File: src/include/gpm_pkg.sv
// package for the gauge power mode sequencer: modes, timing, commands
package gpm_pkg;
   // clock rate and derived scale
   localparam longint GPM_CLK_HZ        = 100_000_000;
   // timing figures in their own units
   localparam longint GPM_LOW_QUAL_S    = 16;
   localparam longint GPM_NOACT_MAX_MIN = 30;
   localparam longint GPM_WAKE_H        = 4;
   localparam longint GPM_CHECK_MIN     = 15;
   // derived cycle counts (least times, whole cycles)
   localparam longint GPM_LOW_QUAL_CYC  = GPM_LOW_QUAL_S * GPM_CLK_HZ;
   localparam longint GPM_NOACT_CYC     = GPM_NOACT_MAX_MIN * 60 * GPM_CLK_HZ;
   localparam longint GPM_WAKE_CYC      = GPM_WAKE_H * 3600 * GPM_CLK_HZ;
   localparam longint GPM_CHECK_CYC     = GPM_CHECK_MIN * 60 * GPM_CLK_HZ;
   // extended activity check every this many wakeups
   localparam int     GPM_CHECK_EVERY   = 3;
   // fewer than this many integrator counts means idle when deadband is zero
   localparam int     GPM_ZERO_DB_CNT   = 2;
   // ship arming command on the wire
   localparam logic [7:0] GPM_CMD_WRITE_BIT = 8'h80;
   localparam logic [6:0] GPM_CTRL_ADDR     = 7'h00;
   localparam logic [7:0] GPM_SHIP_CMD      = 8'hA9;
   localparam int     GPM_CMD_WR_POS    = 7;

   typedef enum logic [2:0] {
      GPM_ACTIVE,
      GPM_SLEEP,
      GPM_WAKE_CONV,
      GPM_ACT_CHECK,
      GPM_SHIP,
      GPM_HIBERNATE
   } gpm_mode_t;

   // one decoded write from the wire engine
   typedef struct packed {
      logic       valid;
      logic [6:0] addr;
      logic [7:0] data;
   } gpm_wr_t;

   // per-mode enables presented to the rest of the gauge
   typedef struct packed {
      logic gauge_en;
      logic self_dis_en;
      logic temp_conv;
      logic ram_hold;
      logic halted;
   } gpm_ctl_t;
endpackage

File: src/hw/gpm_timer.sv
// free restartable cycle timer with terminal flag
module gpm_timer
   import gpm_pkg::*;
#(
   parameter int     W     = 40,
   parameter longint LIMIT = 16
)
(
   input  wire logic clock,
   input  wire logic nrst,
   input  wire logic restart,
   input  wire logic run,
   output logic      done
);
   logic [W-1:0] cnt_r;
   localparam logic [W-1:0] LIM = W'(LIMIT - 1);

   // count while run, saturate at LIMIT - 1; restart wins
   always_ff @(posedge clock)
   begin
      if (!nrst || restart)
         cnt_r <= '0;
      else if (run && cnt_r != LIM)
         cnt_r <= cnt_r + W'(1);
   end

   assign done = (cnt_r == LIM);
endmodule

File: src/hw/gpm_sequencer.sv
// power mode sequencer: active, sleep, ship and hibernate control
// Contract
// - active mode runs full gauging
// - sleep after 16 s low and idle
// - idle decision may take 30 minutes
// - sleep keeps self-discharge at sleep temperature
// - wake each 4 h, convert, resleep
// - first wake holds 15 minute activity check
// - extended check every third wakeup
// - line high leaves sleep, requalify fully; the low time and the zero deadband window restart, the no-activity window does not
// - zero deadband: under 2 counts/15 min
// - ship after armed and 16 s low
// - transients do not block ship entry
// - ship halts; exit on line or POR
// - ship glitch returns active, disarms ship
// - hibernate under POR with backup present
// - hibernate keeps RAM contents
// - command MSB set means register write
module gpm_sequencer
   import gpm_pkg::*;
#(
   parameter longint LOW_QUAL_CYC = GPM_LOW_QUAL_CYC,
   parameter longint NOACT_CYC    = GPM_NOACT_CYC,
   parameter longint WAKE_CYC     = GPM_WAKE_CYC,
   parameter longint CHECK_CYC    = GPM_CHECK_CYC
)
(
   input  wire logic      clock,
   input  wire logic      nrst,
   input  wire logic      single_wire_host_line,
   input  wire logic      activity_above_deadband,
   input  wire logic      deadband_is_zero,
   input  wire logic      charge_integrator_tick,
   input  wire logic      supply_below_por,
   input  wire logic      backup_supply_pin,
   input  wire logic      ship_enable_bit,
   input  wire gpm_wr_t   wire_write,
   input  wire logic      temp_conv_done,
   output gpm_mode_t      mode,
   output gpm_ctl_t       ctl,
   output logic           ship_armed
);
   // pin synchronisers
   logic [1:0] line_s_r;
   logic [1:0] por_s_r;
   logic [1:0] rbi_s_r;
   logic       line_hi;
   logic       por_lo;
   logic       rbi_on;

   always_ff @(posedge clock)
   begin
      if (!nrst)
      begin
         line_s_r <= 2'b00;
         por_s_r  <= 2'b00;
         rbi_s_r  <= 2'b00;
      end
      else
      begin
         line_s_r <= {line_s_r[0], single_wire_host_line};
         por_s_r  <= {por_s_r[0], supply_below_por};
         rbi_s_r  <= {rbi_s_r[0], backup_supply_pin};
      end
   end
   assign line_hi = line_s_r[1];
   assign por_lo  = por_s_r[1];
   assign rbi_on  = rbi_s_r[1];

   gpm_mode_t mode_r;
   gpm_mode_t mode_nxt;
   logic      low_done;
   logic      noact_done;
   logic      wake_done;
   logic      check_done;
   logic      idle_zero_r;
   logic      act_seen_r;
   logic [1:0] zcnt_r;
   logic [1:0] wake_cnt_r;
   logic      ship_armed_r;
   logic      mode_chg;
   logic      ship_cmd;

   assign mode_chg = (mode_nxt != mode_r);

   // low-line qualification; any high sample restarts it
   gpm_timer #(.W(40), .LIMIT(LOW_QUAL_CYC)) u_low
   (
      .clock   (clock),
      .nrst    (nrst),
      .restart (line_hi || mode_chg),
      .run     (1'b1),
      .done    (low_done)
   );

   // no-activity window: restarted by any activity
   gpm_timer #(.W(40), .LIMIT(NOACT_CYC)) u_noact
   (
      .clock   (clock),
      .nrst    (nrst),
      .restart (activity_above_deadband),
      .run     (mode_r == GPM_ACTIVE),
      .done    (noact_done)
   );

   // sleep period before each temperature wakeup
   gpm_timer #(.W(48), .LIMIT(WAKE_CYC)) u_wake
   (
      .clock   (clock),
      .nrst    (nrst),
      .restart (mode_r != GPM_SLEEP),
      .run     (1'b1),
      .done    (wake_done)
   );

   // extended activity check window, also the zero deadband window
   gpm_timer #(.W(40), .LIMIT(CHECK_CYC)) u_check
   (
      .clock   (clock),
      .nrst    (nrst),
      .restart (mode_chg || (mode_r == GPM_ACTIVE && check_done)),
      .run     (1'b1),
      .done    (check_done)
   );

   // integrator counts per window when deadband is zero
   always_ff @(posedge clock)
   begin
      if (!nrst || mode_chg || check_done)
         zcnt_r <= 2'b00;
      else if (charge_integrator_tick && zcnt_r != 2'(GPM_ZERO_DB_CNT))
         zcnt_r <= zcnt_r + 2'b01;
   end

   // zero deadband idle verdict latched at each window end
   always_ff @(posedge clock)
   begin
      if (!nrst || mode_chg)
         idle_zero_r <= 1'b0;
      else if (check_done)
         idle_zero_r <= (zcnt_r < 2'(GPM_ZERO_DB_CNT));
   end

   // activity seen during the extended check
   always_ff @(posedge clock)
   begin
      if (!nrst || mode_chg)
         act_seen_r <= 1'b0;
      else if (activity_above_deadband)
         act_seen_r <= 1'b1;
   end

   // wakeups since last extended check; zero means check due
   always_ff @(posedge clock)
   begin
      if (!nrst || mode_r == GPM_ACTIVE)
         wake_cnt_r <= 2'b00;
      else if (mode_r == GPM_SLEEP && wake_done)
      begin
         if (wake_cnt_r == 2'(GPM_CHECK_EVERY - 1))
            wake_cnt_r <= 2'b00;
         else
            wake_cnt_r <= wake_cnt_r + 2'b01;
      end
   end

   // ship arming command; valid already stands for a write-flagged command
   assign ship_cmd = wire_write.valid
      && wire_write.addr == GPM_CTRL_ADDR
      && wire_write.data == GPM_SHIP_CMD;

   // arm flag; cleared on the edge that enters ship, so a glitch exit
   // from ship needs a fresh command before ship can be taken again
   always_ff @(posedge clock)
   begin
      if (!nrst)
         ship_armed_r <= 1'b0;
      else if (ship_cmd && ship_enable_bit)
         ship_armed_r <= 1'b1;
      else if (mode_nxt == GPM_SHIP)
         ship_armed_r <= 1'b0;
   end

   logic idle;
   // idle: deadband mode or zero-deadband count mode
   assign idle = deadband_is_zero ? idle_zero_r : noact_done;

   // mode transitions; supply loss with backup overrides all
   always_comb
   begin
      mode_nxt = mode_r;
      unique case (mode_r)
         GPM_ACTIVE:
         begin
            if (ship_armed_r && low_done)
               mode_nxt = GPM_SHIP;
            else if (low_done && idle && !ship_armed_r)
               mode_nxt = GPM_SLEEP;
         end
         GPM_SLEEP:
         begin
            if (line_hi)
               mode_nxt = GPM_ACTIVE;
            else if (wake_done)
               mode_nxt = (wake_cnt_r == 2'b00) ? GPM_ACT_CHECK
                                                 : GPM_WAKE_CONV;
         end
         GPM_WAKE_CONV:
         begin
            if (line_hi)
               mode_nxt = GPM_ACTIVE;
            else if (low_done && temp_conv_done)
               mode_nxt = GPM_SLEEP;
         end
         GPM_ACT_CHECK:
         begin
            if (line_hi)
               mode_nxt = GPM_ACTIVE;
            else if (check_done)
               mode_nxt = act_seen_r ? GPM_ACTIVE : GPM_SLEEP;
         end
         GPM_SHIP:
         begin
            if (line_hi)
               mode_nxt = GPM_ACTIVE;
         end
         GPM_HIBERNATE:
         begin
            if (!por_lo)
               mode_nxt = GPM_ACTIVE;
         end
         default:
            mode_nxt = GPM_ACTIVE;
      endcase
      if (por_lo && rbi_on)
         mode_nxt = GPM_HIBERNATE;
      else if (por_lo && mode_r == GPM_SHIP)
         mode_nxt = GPM_ACTIVE;
   end

   // mode register
   always_ff @(posedge clock)
   begin
      if (!nrst)
         mode_r <= GPM_ACTIVE;
      else
         mode_r <= mode_nxt;
   end

   // per-mode enables, registered
   always_ff @(posedge clock)
   begin
      if (!nrst)
         ctl <= '0;
      else
      begin
         ctl.gauge_en    <= (mode_nxt == GPM_ACTIVE
                             || mode_nxt == GPM_ACT_CHECK);
         ctl.self_dis_en <= (mode_nxt == GPM_SLEEP
                             || mode_nxt == GPM_WAKE_CONV);
         ctl.temp_conv   <= (mode_nxt == GPM_WAKE_CONV
                             || mode_nxt == GPM_ACT_CHECK);
         ctl.ram_hold    <= (mode_nxt == GPM_HIBERNATE);
         ctl.halted      <= (mode_nxt == GPM_SHIP
                             || mode_nxt == GPM_HIBERNATE);
      end
   end

   assign mode       = mode_r;
   assign ship_armed = ship_armed_r;
endmodule

File: config.mk
export PLATFORM = sky130hd
export DESIGN_NAME = gpm_sequencer
export DESIGN_NICKNAME = d
export VERILOG_FILES = /design/src/include/gpm_pkg.sv /design/src/hw/gpm_timer.sv /design/src/hw/gpm_sequencer.sv
export SDC_FILE = /design/constraint.sdc
export NUM_CORES = 1
export LEC_CHECK = 0
export BUFFER_PORTS_ARGS = -buffer_cell sky130_fd_sc_hd__buf_2
export CORE_MARGIN = 2
export CORE_UTILIZATION = 39
export CTS_BUF_LIST = sky130_fd_sc_hd__clkbuf_16
export CTS_CLUSTER_SIZE = 25
export DETAILED_ROUTE_END_ITERATION = 16
export GPL_TIMING_DRIVEN = 0
export PLACE_DENSITY = 0.53
export SLEW_MARGIN = 20
export SYNTH_ARGS = -nofsm -noshare
export SYNTH_HDL_FRONTEND = slang
export SYNTH_SLANG_ARGS = --single-unit
File: constraint.sdc
create_clock -name clock -period 7.98 [get_ports clock]
set_input_delay 0 -clock clock [delete_from_list [all_inputs] [get_ports clock]]
set_output_delay 0 -clock clock [all_outputs]
set_load 0.1 [all_outputs]
==> flow_summary_export.csv, run 1 <==
group,metric,value,unit
routing,drc,0,
pwr,p_per_area,184,mW/mm^2
critical_path,r2r_cells,9,
pwr,p_clk_frac,0.466,
yosys,syn-cell-area,0.00905,mm^2
finish,diodes,0,
yosys,synth_fa_ha_area_frac,0.00691,
timing,finalSetupViolCount,0,
pwr,power_frac_seq,0.505,
routing,ant_nets,0,
finish,final_cells,1457,
timing,skew,0.0179,ns
routing,dr_total_vias,7512,
hold_path,holdPathStages,4,
finish,final_cell_mix,"200 x nor2_1, 189 x dfxtp_1, 112 x nand2_1",
critical_path,startpoint_type,"register",
placement,dp_hpwl,14800,um
cts,cts_resized,0,
timing,period_needed,3.30,ns
pwr,leakage,3.44,nW
yosys,synthCells,1099,
timing,slew_headroom,0.370,
critical_path,cp.arrival,3.64,ns
cts,h-tree-depth,4,
critical_path,worstSetupEndpointType,"register",
timing,rsz0062_at_grt,"no",
routing,finalWirelength,20700,um
finish,post-route-util,0.452,
timing,hold_viol,0,
cts,clockRootBuffer,"clkbuf_16",
finish,multiInputGateArea,0.00506,mm^2
yosys,synthSimpleGateAreaFrac,0.361,
cts,numCtsBuffers,17,
cts,post_cts_buffers,0,
finish,drive_gt1_frac,0.0742,
global_routing,globalRouteTotalUtil,0.179,
pwr,power.internal,1.44,mW
finish,nets,1191,
global_routing,grt_pass1_vias,7117,
pwr,peakVddDrop,0.117,mV
timing,setup_tns,0,ns
critical_path,critPathKind,"register to register",
yosys,ys.flop_type,"dfxtp_1",
placement,dpl.cell_count,1418,
critical_path,required,8.32,ns
global_routing,grt-ovfl-total,0,
cts,cts_hold_buf,8,
finish,syn_to_final_growth,13.4,%
placement,place_area,0.00958,mm^2
cts,clkTransAtPathRegs,0.08,ns
finish,final_common_cell,"nor2_1",
yosys,async_flop_share,0,
pwr,p_switching,0.449,mW
die,die-area,0.0244,mm^2
die,core_region_area,0.0227,mm^2
routing,wire_per_inst,14.2,um
yosys,ys_seq_area_frac,0.418,
pwr,p_sw_frac,0.237,
pwr,p_comb_frac,0.029,
routing,viasPerCell,5.16,
timing,worstMarginPinSlew,0.938,ns
yosys,avgSynthCellArea,8.24,um^2
global_routing,antenna_found_initial,0,
placement,port_buffers,34,
global_routing,grt_max_degree,19,
critical_path,cp_max_fo,10,
cts,cts_tree,"built",
yosys,synth_top_family_by_area,"simple AND/OR/NAND/NOR gates",
run,max_cap_viol_count,0,
yosys,synth_seq_cells,189,
die,initial_core_util,0.399,
routing,drt-initial-drc-count,391,
hold_path,hold_path_class,"input port to register",
finish,final_area,0.0103,mm^2
cts,cts.sinks,189,
die,rows,55,
placement,place_congestion,0.790,
cts,clkLatencyLatePin,0.44,ns
cts,clockBufferDepth,2,
yosys,ys_types,57,
yosys,synthXorXnorAreaFrac,0.141,
pwr,finalPower,1.89,mW
finish,n_fill_cell,2264,
timing,drv_slew,0,
yosys,synth_nets,1130,
die,die_x,156,um
yosys,synth.mux.area_fraction,0.00553,
run_status,status,"complete, no violations",
finish,final-seq-area,0.00378,mm^2
global_routing,grt_pass1_wl,35800,um
die,fp.dieH,156,um
routing,firstDrtPassIters,4,
yosys,synth_edf_count,0,
timing,fmax,0.303,GHz
timing,timing.final.crit_share,0.414,
yosys,synth-compound-area-share,0.0435,
die,ios,35,
yosys,yosys_warnings,0,
## layout make-up
type,count,area share
clock inverter,14,0.0171
buffer,35,0.0149
sequential,189,0.369
timing repair buffer,42,0.0244
clock buffer,17,0.0414
multi-input combinational,859,0.493
tap,285,0.0347
inverter,16,0.00585
## state kept, by name (all words and copies together), names as in the netlist
| name | flops |
|---|---|
| u_wake.cnt_r | 48 |
| u_check.cnt_r | 40 |
| u_low.cnt_r | 40 |
| u_noact.cnt_r | 40 |
| ctl | 5 |
| mode | 3 |
| line_s_r | 2 |
| por_s_r | 2 |
| rbi_s_r | 2 |
| wake_cnt_r | 2 |
| zcnt_r | 2 |
| act_seen_r | 1 |
| idle_zero_r | 1 |
| ship_armed | 1 |
## Yosys cell counts (all sizes together), types with 3 or more instances
cell type  instances  area, um^2
nand2            112         420
nand2b             4        25.0
a21boi             5        37.5
nor4bb            10         100
mux2i              5        50.1
or3               16         100
dfxtp            189        3780
nand3             74         370
nor3b              3        22.5
nand3b             3        22.5
ha                 5        62.6
a21oi             19        95.1
nand4b             3        26.3
nor3              44         230
or4b               4        40.0
inv               16        60.1
nand4             47         294
nor4              27         188
buf                8        51.3
o211ai             5        37.5
xnor2             85         744
nor2             200         751
clkbuf            27         101
or4                9        71.3
or2                3        18.8
and4              16         140
xor2              61         534
nor2b              6        37.5
and3              38         238
nor4b              9        78.8
and2              12        75.1
o21ai             14        70.1
## per-layer routing
| layer | global-route usage | share of wire |
|---|---|---|
| met1 | 0.262 | 0.53 |
| met2 | 0.273 | 0.44 |
| met3 | 0.0277 | 0.021 |
| met4 | 0.0472 | 0.0099 |
| met5 | 0 | 0 |
## worst max-delay path: stages (launching register included)
cell and delay, ns:
dfxtp_1 0.41, nor4bb_1 0.54, nand4_1 0.16, or4_1 0.61, a211oi_1 0.39, nor3_2 0.11
a21boi_1 0.39, buf_2 0.33, buf_6 0.18, nor2_1 0.06
## kinds of logic after synthesis
logic type,Yosys count
and+or+nand+nor,642
DFF,189
xor gates and xnor gates,146
AOI/OAI and AO/OA,61
buffers and inverters,51
muxes,5
adders and majority gates,5
## final timing paths
kind / from / endpoint / slack [ns]
max: u_noact.cnt_r[20]$_SDFFE_PP0P_ / u_check.cnt_r[25]$_SDFFE_PP0N_ / 4.68
min: temp_conv_done / mode[1]$_SDFF_PN0_ / 0.04
max reg2reg: u_noact.cnt_r[20]$_SDFFE_PP0P_ / u_check.cnt_r[25]$_SDFFE_PP0N_ / 4.68
min reg2reg: por_s_r[0]$_SDFF_PN0_ / por_s_r[1]$_SDFF_PN0_ / 0.44
## per-stage QoR
stage               setup WS (ns)  hold WS (ns)
floorplan                    4.91         0.127
global placement             4.70         0.248
detailed placement           4.68         0.248
CTS                          4.67        0.0176
global route                 4.41        0.0940
finish                       4.68        0.0397
## power groups by stage
stage                     combinational [mW]  clock [mW]  sequential (mW)
final                                 0.0554       0.883            0.956
after global routing                  0.0624       0.944            0.956
after CTS                             0.0567       0.905            0.955
after global placement                0.0534           0            0.977
after floorplan                       0.0310           0            0.980
after detailed placement              0.0538           0            0.978
(Power assumes the default switching activity.)
==> run 2: changes to the inputs <==
Settings changed: ABC_AREA from default to 1, PLACE_DENSITY 0.53 to 0.52.
Clock period 7.98 ns to 3.3 ns, I/O delays scaled along.
==> flow_summary_export.csv, run 2 <==
group,metric,value,unit
run_status,status,"complete, no violations",
yosys,synth_commonest_cells,"362 x nand2_1, 269 x inv_1, 221 x nor2_1, 189 x dfxtp_1, 90 x nor3_1",
yosys,ys.flop_type,"dfxtp_1",
critical_path,crit_start,"u_noact.cnt_r[10]$_SDFFE_PP0P_",
critical_path,crit_chain,"nand2_1, nor3_1, nand4_1, nor3_1, nand3_1, nor2_1, nand3_1, o21ai_0, a21oi_1",
yosys,async_flop_share,0,
die,rows,63,
timing,slew_headroom,0.305,
yosys,avgSynthCellArea,6.82,um^2
timing,setup_tns,0,ns
finish,largest_reg_flops,48,
finish,final_cell_mix,"362 x nand2_1, 271 x inv_1, 221 x nor2_1",
finish,final_area,0.0129,mm^2
routing,drc,0,
timing,drv_slew,0,
yosys,ys_seq_area_frac,0.325,
pwr,leakage,4.08,nW
critical_path,worst-path-buf-inv,0,
global_routing,grt_pass1_vias,10100,
yosys,syn-cell-area,0.0116,mm^2
critical_path,r2r_cells,9,
die,die_x,177,um
timing,rsz0062_at_grt,"no",
cts,cts.sinks,189,
routing,drt-initial-drc-count,803,
cts,clockRootBuffer,"clkbuf_16",
critical_path,cp_slowest_cell,"nor3_1",
yosys,synthXorXnorAreaFrac,0.0632,
finish,final_common_cell,"nand2_1",
placement,port_buffers,34,
cts,clockBufferDepth,2,
placement,dp_slack,0.508,ns
timing,finalSetupViolCount,0,
critical_path,timing.rr.start,"u_noact.cnt_r[10]$_SDFFE_PP0P_",
finish,regMostFlops,"u_wake.cnt_r",
yosys,synth.most_common_cell,"nand2_1",
yosys,synth-compound-area-share,0.0622,
timing,period_needed,2.76,ns
hold_path,hold_path_class,"input port to register",
global_routing,grt_pass1_wl,50800,um
routing,wire_per_inst,14.2,um
global_routing,antenna_found_initial,0,
cts,clkTransAtPathRegs,0.07,ns
pwr,p_per_area,356,mW/mm^2
critical_path,worst-path-stages,9,
critical_path,r2r-end,"u_noact.cnt_r[39]$_SDFFE_PP0P_",
finish,syn_to_final_growth,11.2,%
critical_path,required,3.64,ns
yosys,synth.mux.area_fraction,0.00172,
critical_path,critPathTopFamily,"simple AND/OR/NAND/NOR gates",
placement,place_congestion,0.920,
global_routing,grt_max_degree,17,
critical_path,cp_max_fo,7,
die,fp.dieH,177,um
run,max_cap_viol_count,0,
finish,diodes,0,
timing,fmax,0.362,GHz
placement,dp_hpwl,24000,um
yosys,synth_top_family_by_area,"simple AND/OR/NAND/NOR gates",
yosys,synth_seq_cells,189,
critical_path,r2r_setup_slack,0.54,ns
critical_path,startpoint_type,"register",
pwr,peakVddDrop,0.365,mV
die,core_region_area,0.0295,mm^2
routing,viasPerCell,4.86,
routing,firstDrtPassIters,5,
yosys,netlist.area_leader.share,0.325,
yosys,synth_area_leaders,"dfxtp_1 33%, nand2_1 12%, inv_1 8.7%",
yosys,synth_nets,1736,
routing,dr_total_vias,10500,
critical_path,critPathKind,"register to register",
global_routing,globalRouteTotalUtil,0.203,
yosys,yosys_warnings,0,
cts,cts_tree,"built",
timing,skew,0.00923,ns
finish,drive_gt1_frac,0.117,
routing,ant_nets,0,
cts,clkLatencyLatePin,0.45,ns
hold_path,holdPathEnd,"mode[1]$_SDFF_PN0_",
cts,h-tree-depth,4,
critical_path,slowest_delay,0.81,ns
placement,place_area,0.0123,mm^2
yosys,synthSimpleGateAreaFrac,0.435,
critical_path,cp.arrival,3.10,ns
yosys,synth_top_area_cell,"dfxtp_1",
cts,cts_resized,0,
hold_path,holdPathStages,6,
timing,hold_viol,0,
global_routing,grt-ovfl-total,0,
cts,numCtsBuffers,17,
die,initial_core_util,0.395,
timing,layout_setup_ws,0.537,ns
finish,nets,1798,
yosys,synthCells,1705,
routing,finalWirelength,30700,um
die,die-area,0.0312,mm^2
yosys,ys_types,45,
timing,timing.final.crit_share,0.837,
timing,worstMarginPinSlew,1.03,ns
yosys,synth_fa_ha_area_frac,0.00538,
hold_path,hp-start,"temp_conv_done",
critical_path,worstSetupEndpointType,"register",
die,ios,35,
yosys,synth_edf_count,0,
## run 2: cell types whose count changed after synthesis, sizes merged, moves of 16 or more
cell    change
inv       +258
nor3       +48
and4       -16
nand3      +19
and3       -34
or3        -16
nor2      +117
clkbuf     -19
xnor2      -72
nand2     +266
a21oi      +61
o21ai      +27
## run 2: worst reg2reg max path, delay by kind of cell, from the launching register on
kind            cells  cell delay (ns)
flops               1             0.37
simple gates        7             2.08
compound gates      2             0.22
## run 2: cell families after synthesis
group / count (synthesis)
compound gates: 136
xor+xnor: 84
flops: 189
simple gates: 992
fa+ha+maj: 5
mux: 2
buf+inv: 297
## run 2: stage by stage
stage / power [mW] / hold slack (ns) / utilization / instances
2_1_floorplan: 2.56 / 0.0976 / - / 1705
3_3_place_gp: 2.62 / 0.236 / 0.417 / 2129
3_5_place_dp: 2.62 / 0.229 / 0.417 / 2129
4_1_cts: 4.68 / 0.140 / 0.439 / 2169
5_1_grt: 4.78 / 0.175 / 0.439 / 2169
6_report: 4.61 / 0.144 / 0.439 / 2169
## run 2: worst max path at each step
stage,end,slack (ns)
3_3_place_gp,u_noact.cnt_r[30]$_SDFFE_PP0P_,0.55
3_5_place_dp,u_noact.cnt_r[30]$_SDFFE_PP0P_,0.51
5_1_grt,u_noact.cnt_r[30]$_SDFFE_PP0P_,0.25
4_1_cts,u_noact.cnt_r[30]$_SDFFE_PP0P_,0.51
6_report,u_noact.cnt_r[39]$_SDFFE_PP0P_,0.54
2_1_floorplan,u_check.cnt_r[19]$_SDFFE_PP0N_,0.67
## run 2: layout make-up
cell class / instances / area, um^2
tap: 390 / 488
timing repair buffer: 43 / 260
sequential: 189 / 3780
clock inverter: 14 / 131
multi-input combinational: 1219 / 6600
buffer: 19 / 203
inverter: 278 / 1040
clock buffer: 17 / 425
fill: 3191 / 16500
## run 2: metal layers
layer | up-vias | track usage | share of wire
met5 | - | 0 | 0
met4 | 0 | 0.0492 | 0.015
met3 | 34 | 0.0357 | 0.049
met2 | 233 | 0.333 | 0.46
met1 | 4720 | 0.277 | 0.48
li1 | 5556 | - | -
## run 2: repair_timing
action / 4_1_cts / 5_1_grt
endpoints found under the hold margin: 10 / 0
hold buffers: 9 / 0
setup buffers: 0 / 0
setup endpoints to repair: 0 / 0
## run 2: power breakdown
| part | internal, mW | switching (mW) | total, mW | leakage, nW |
|---|---|---|---|---|
| clock network | 1.10 | 0.943 | 2.04 | 0.264 |
| registers | 2.30 | 0.0162 | 2.31 | 1.53 |
| logic | 0.0885 | 0.169 | 0.257 | 2.29 |
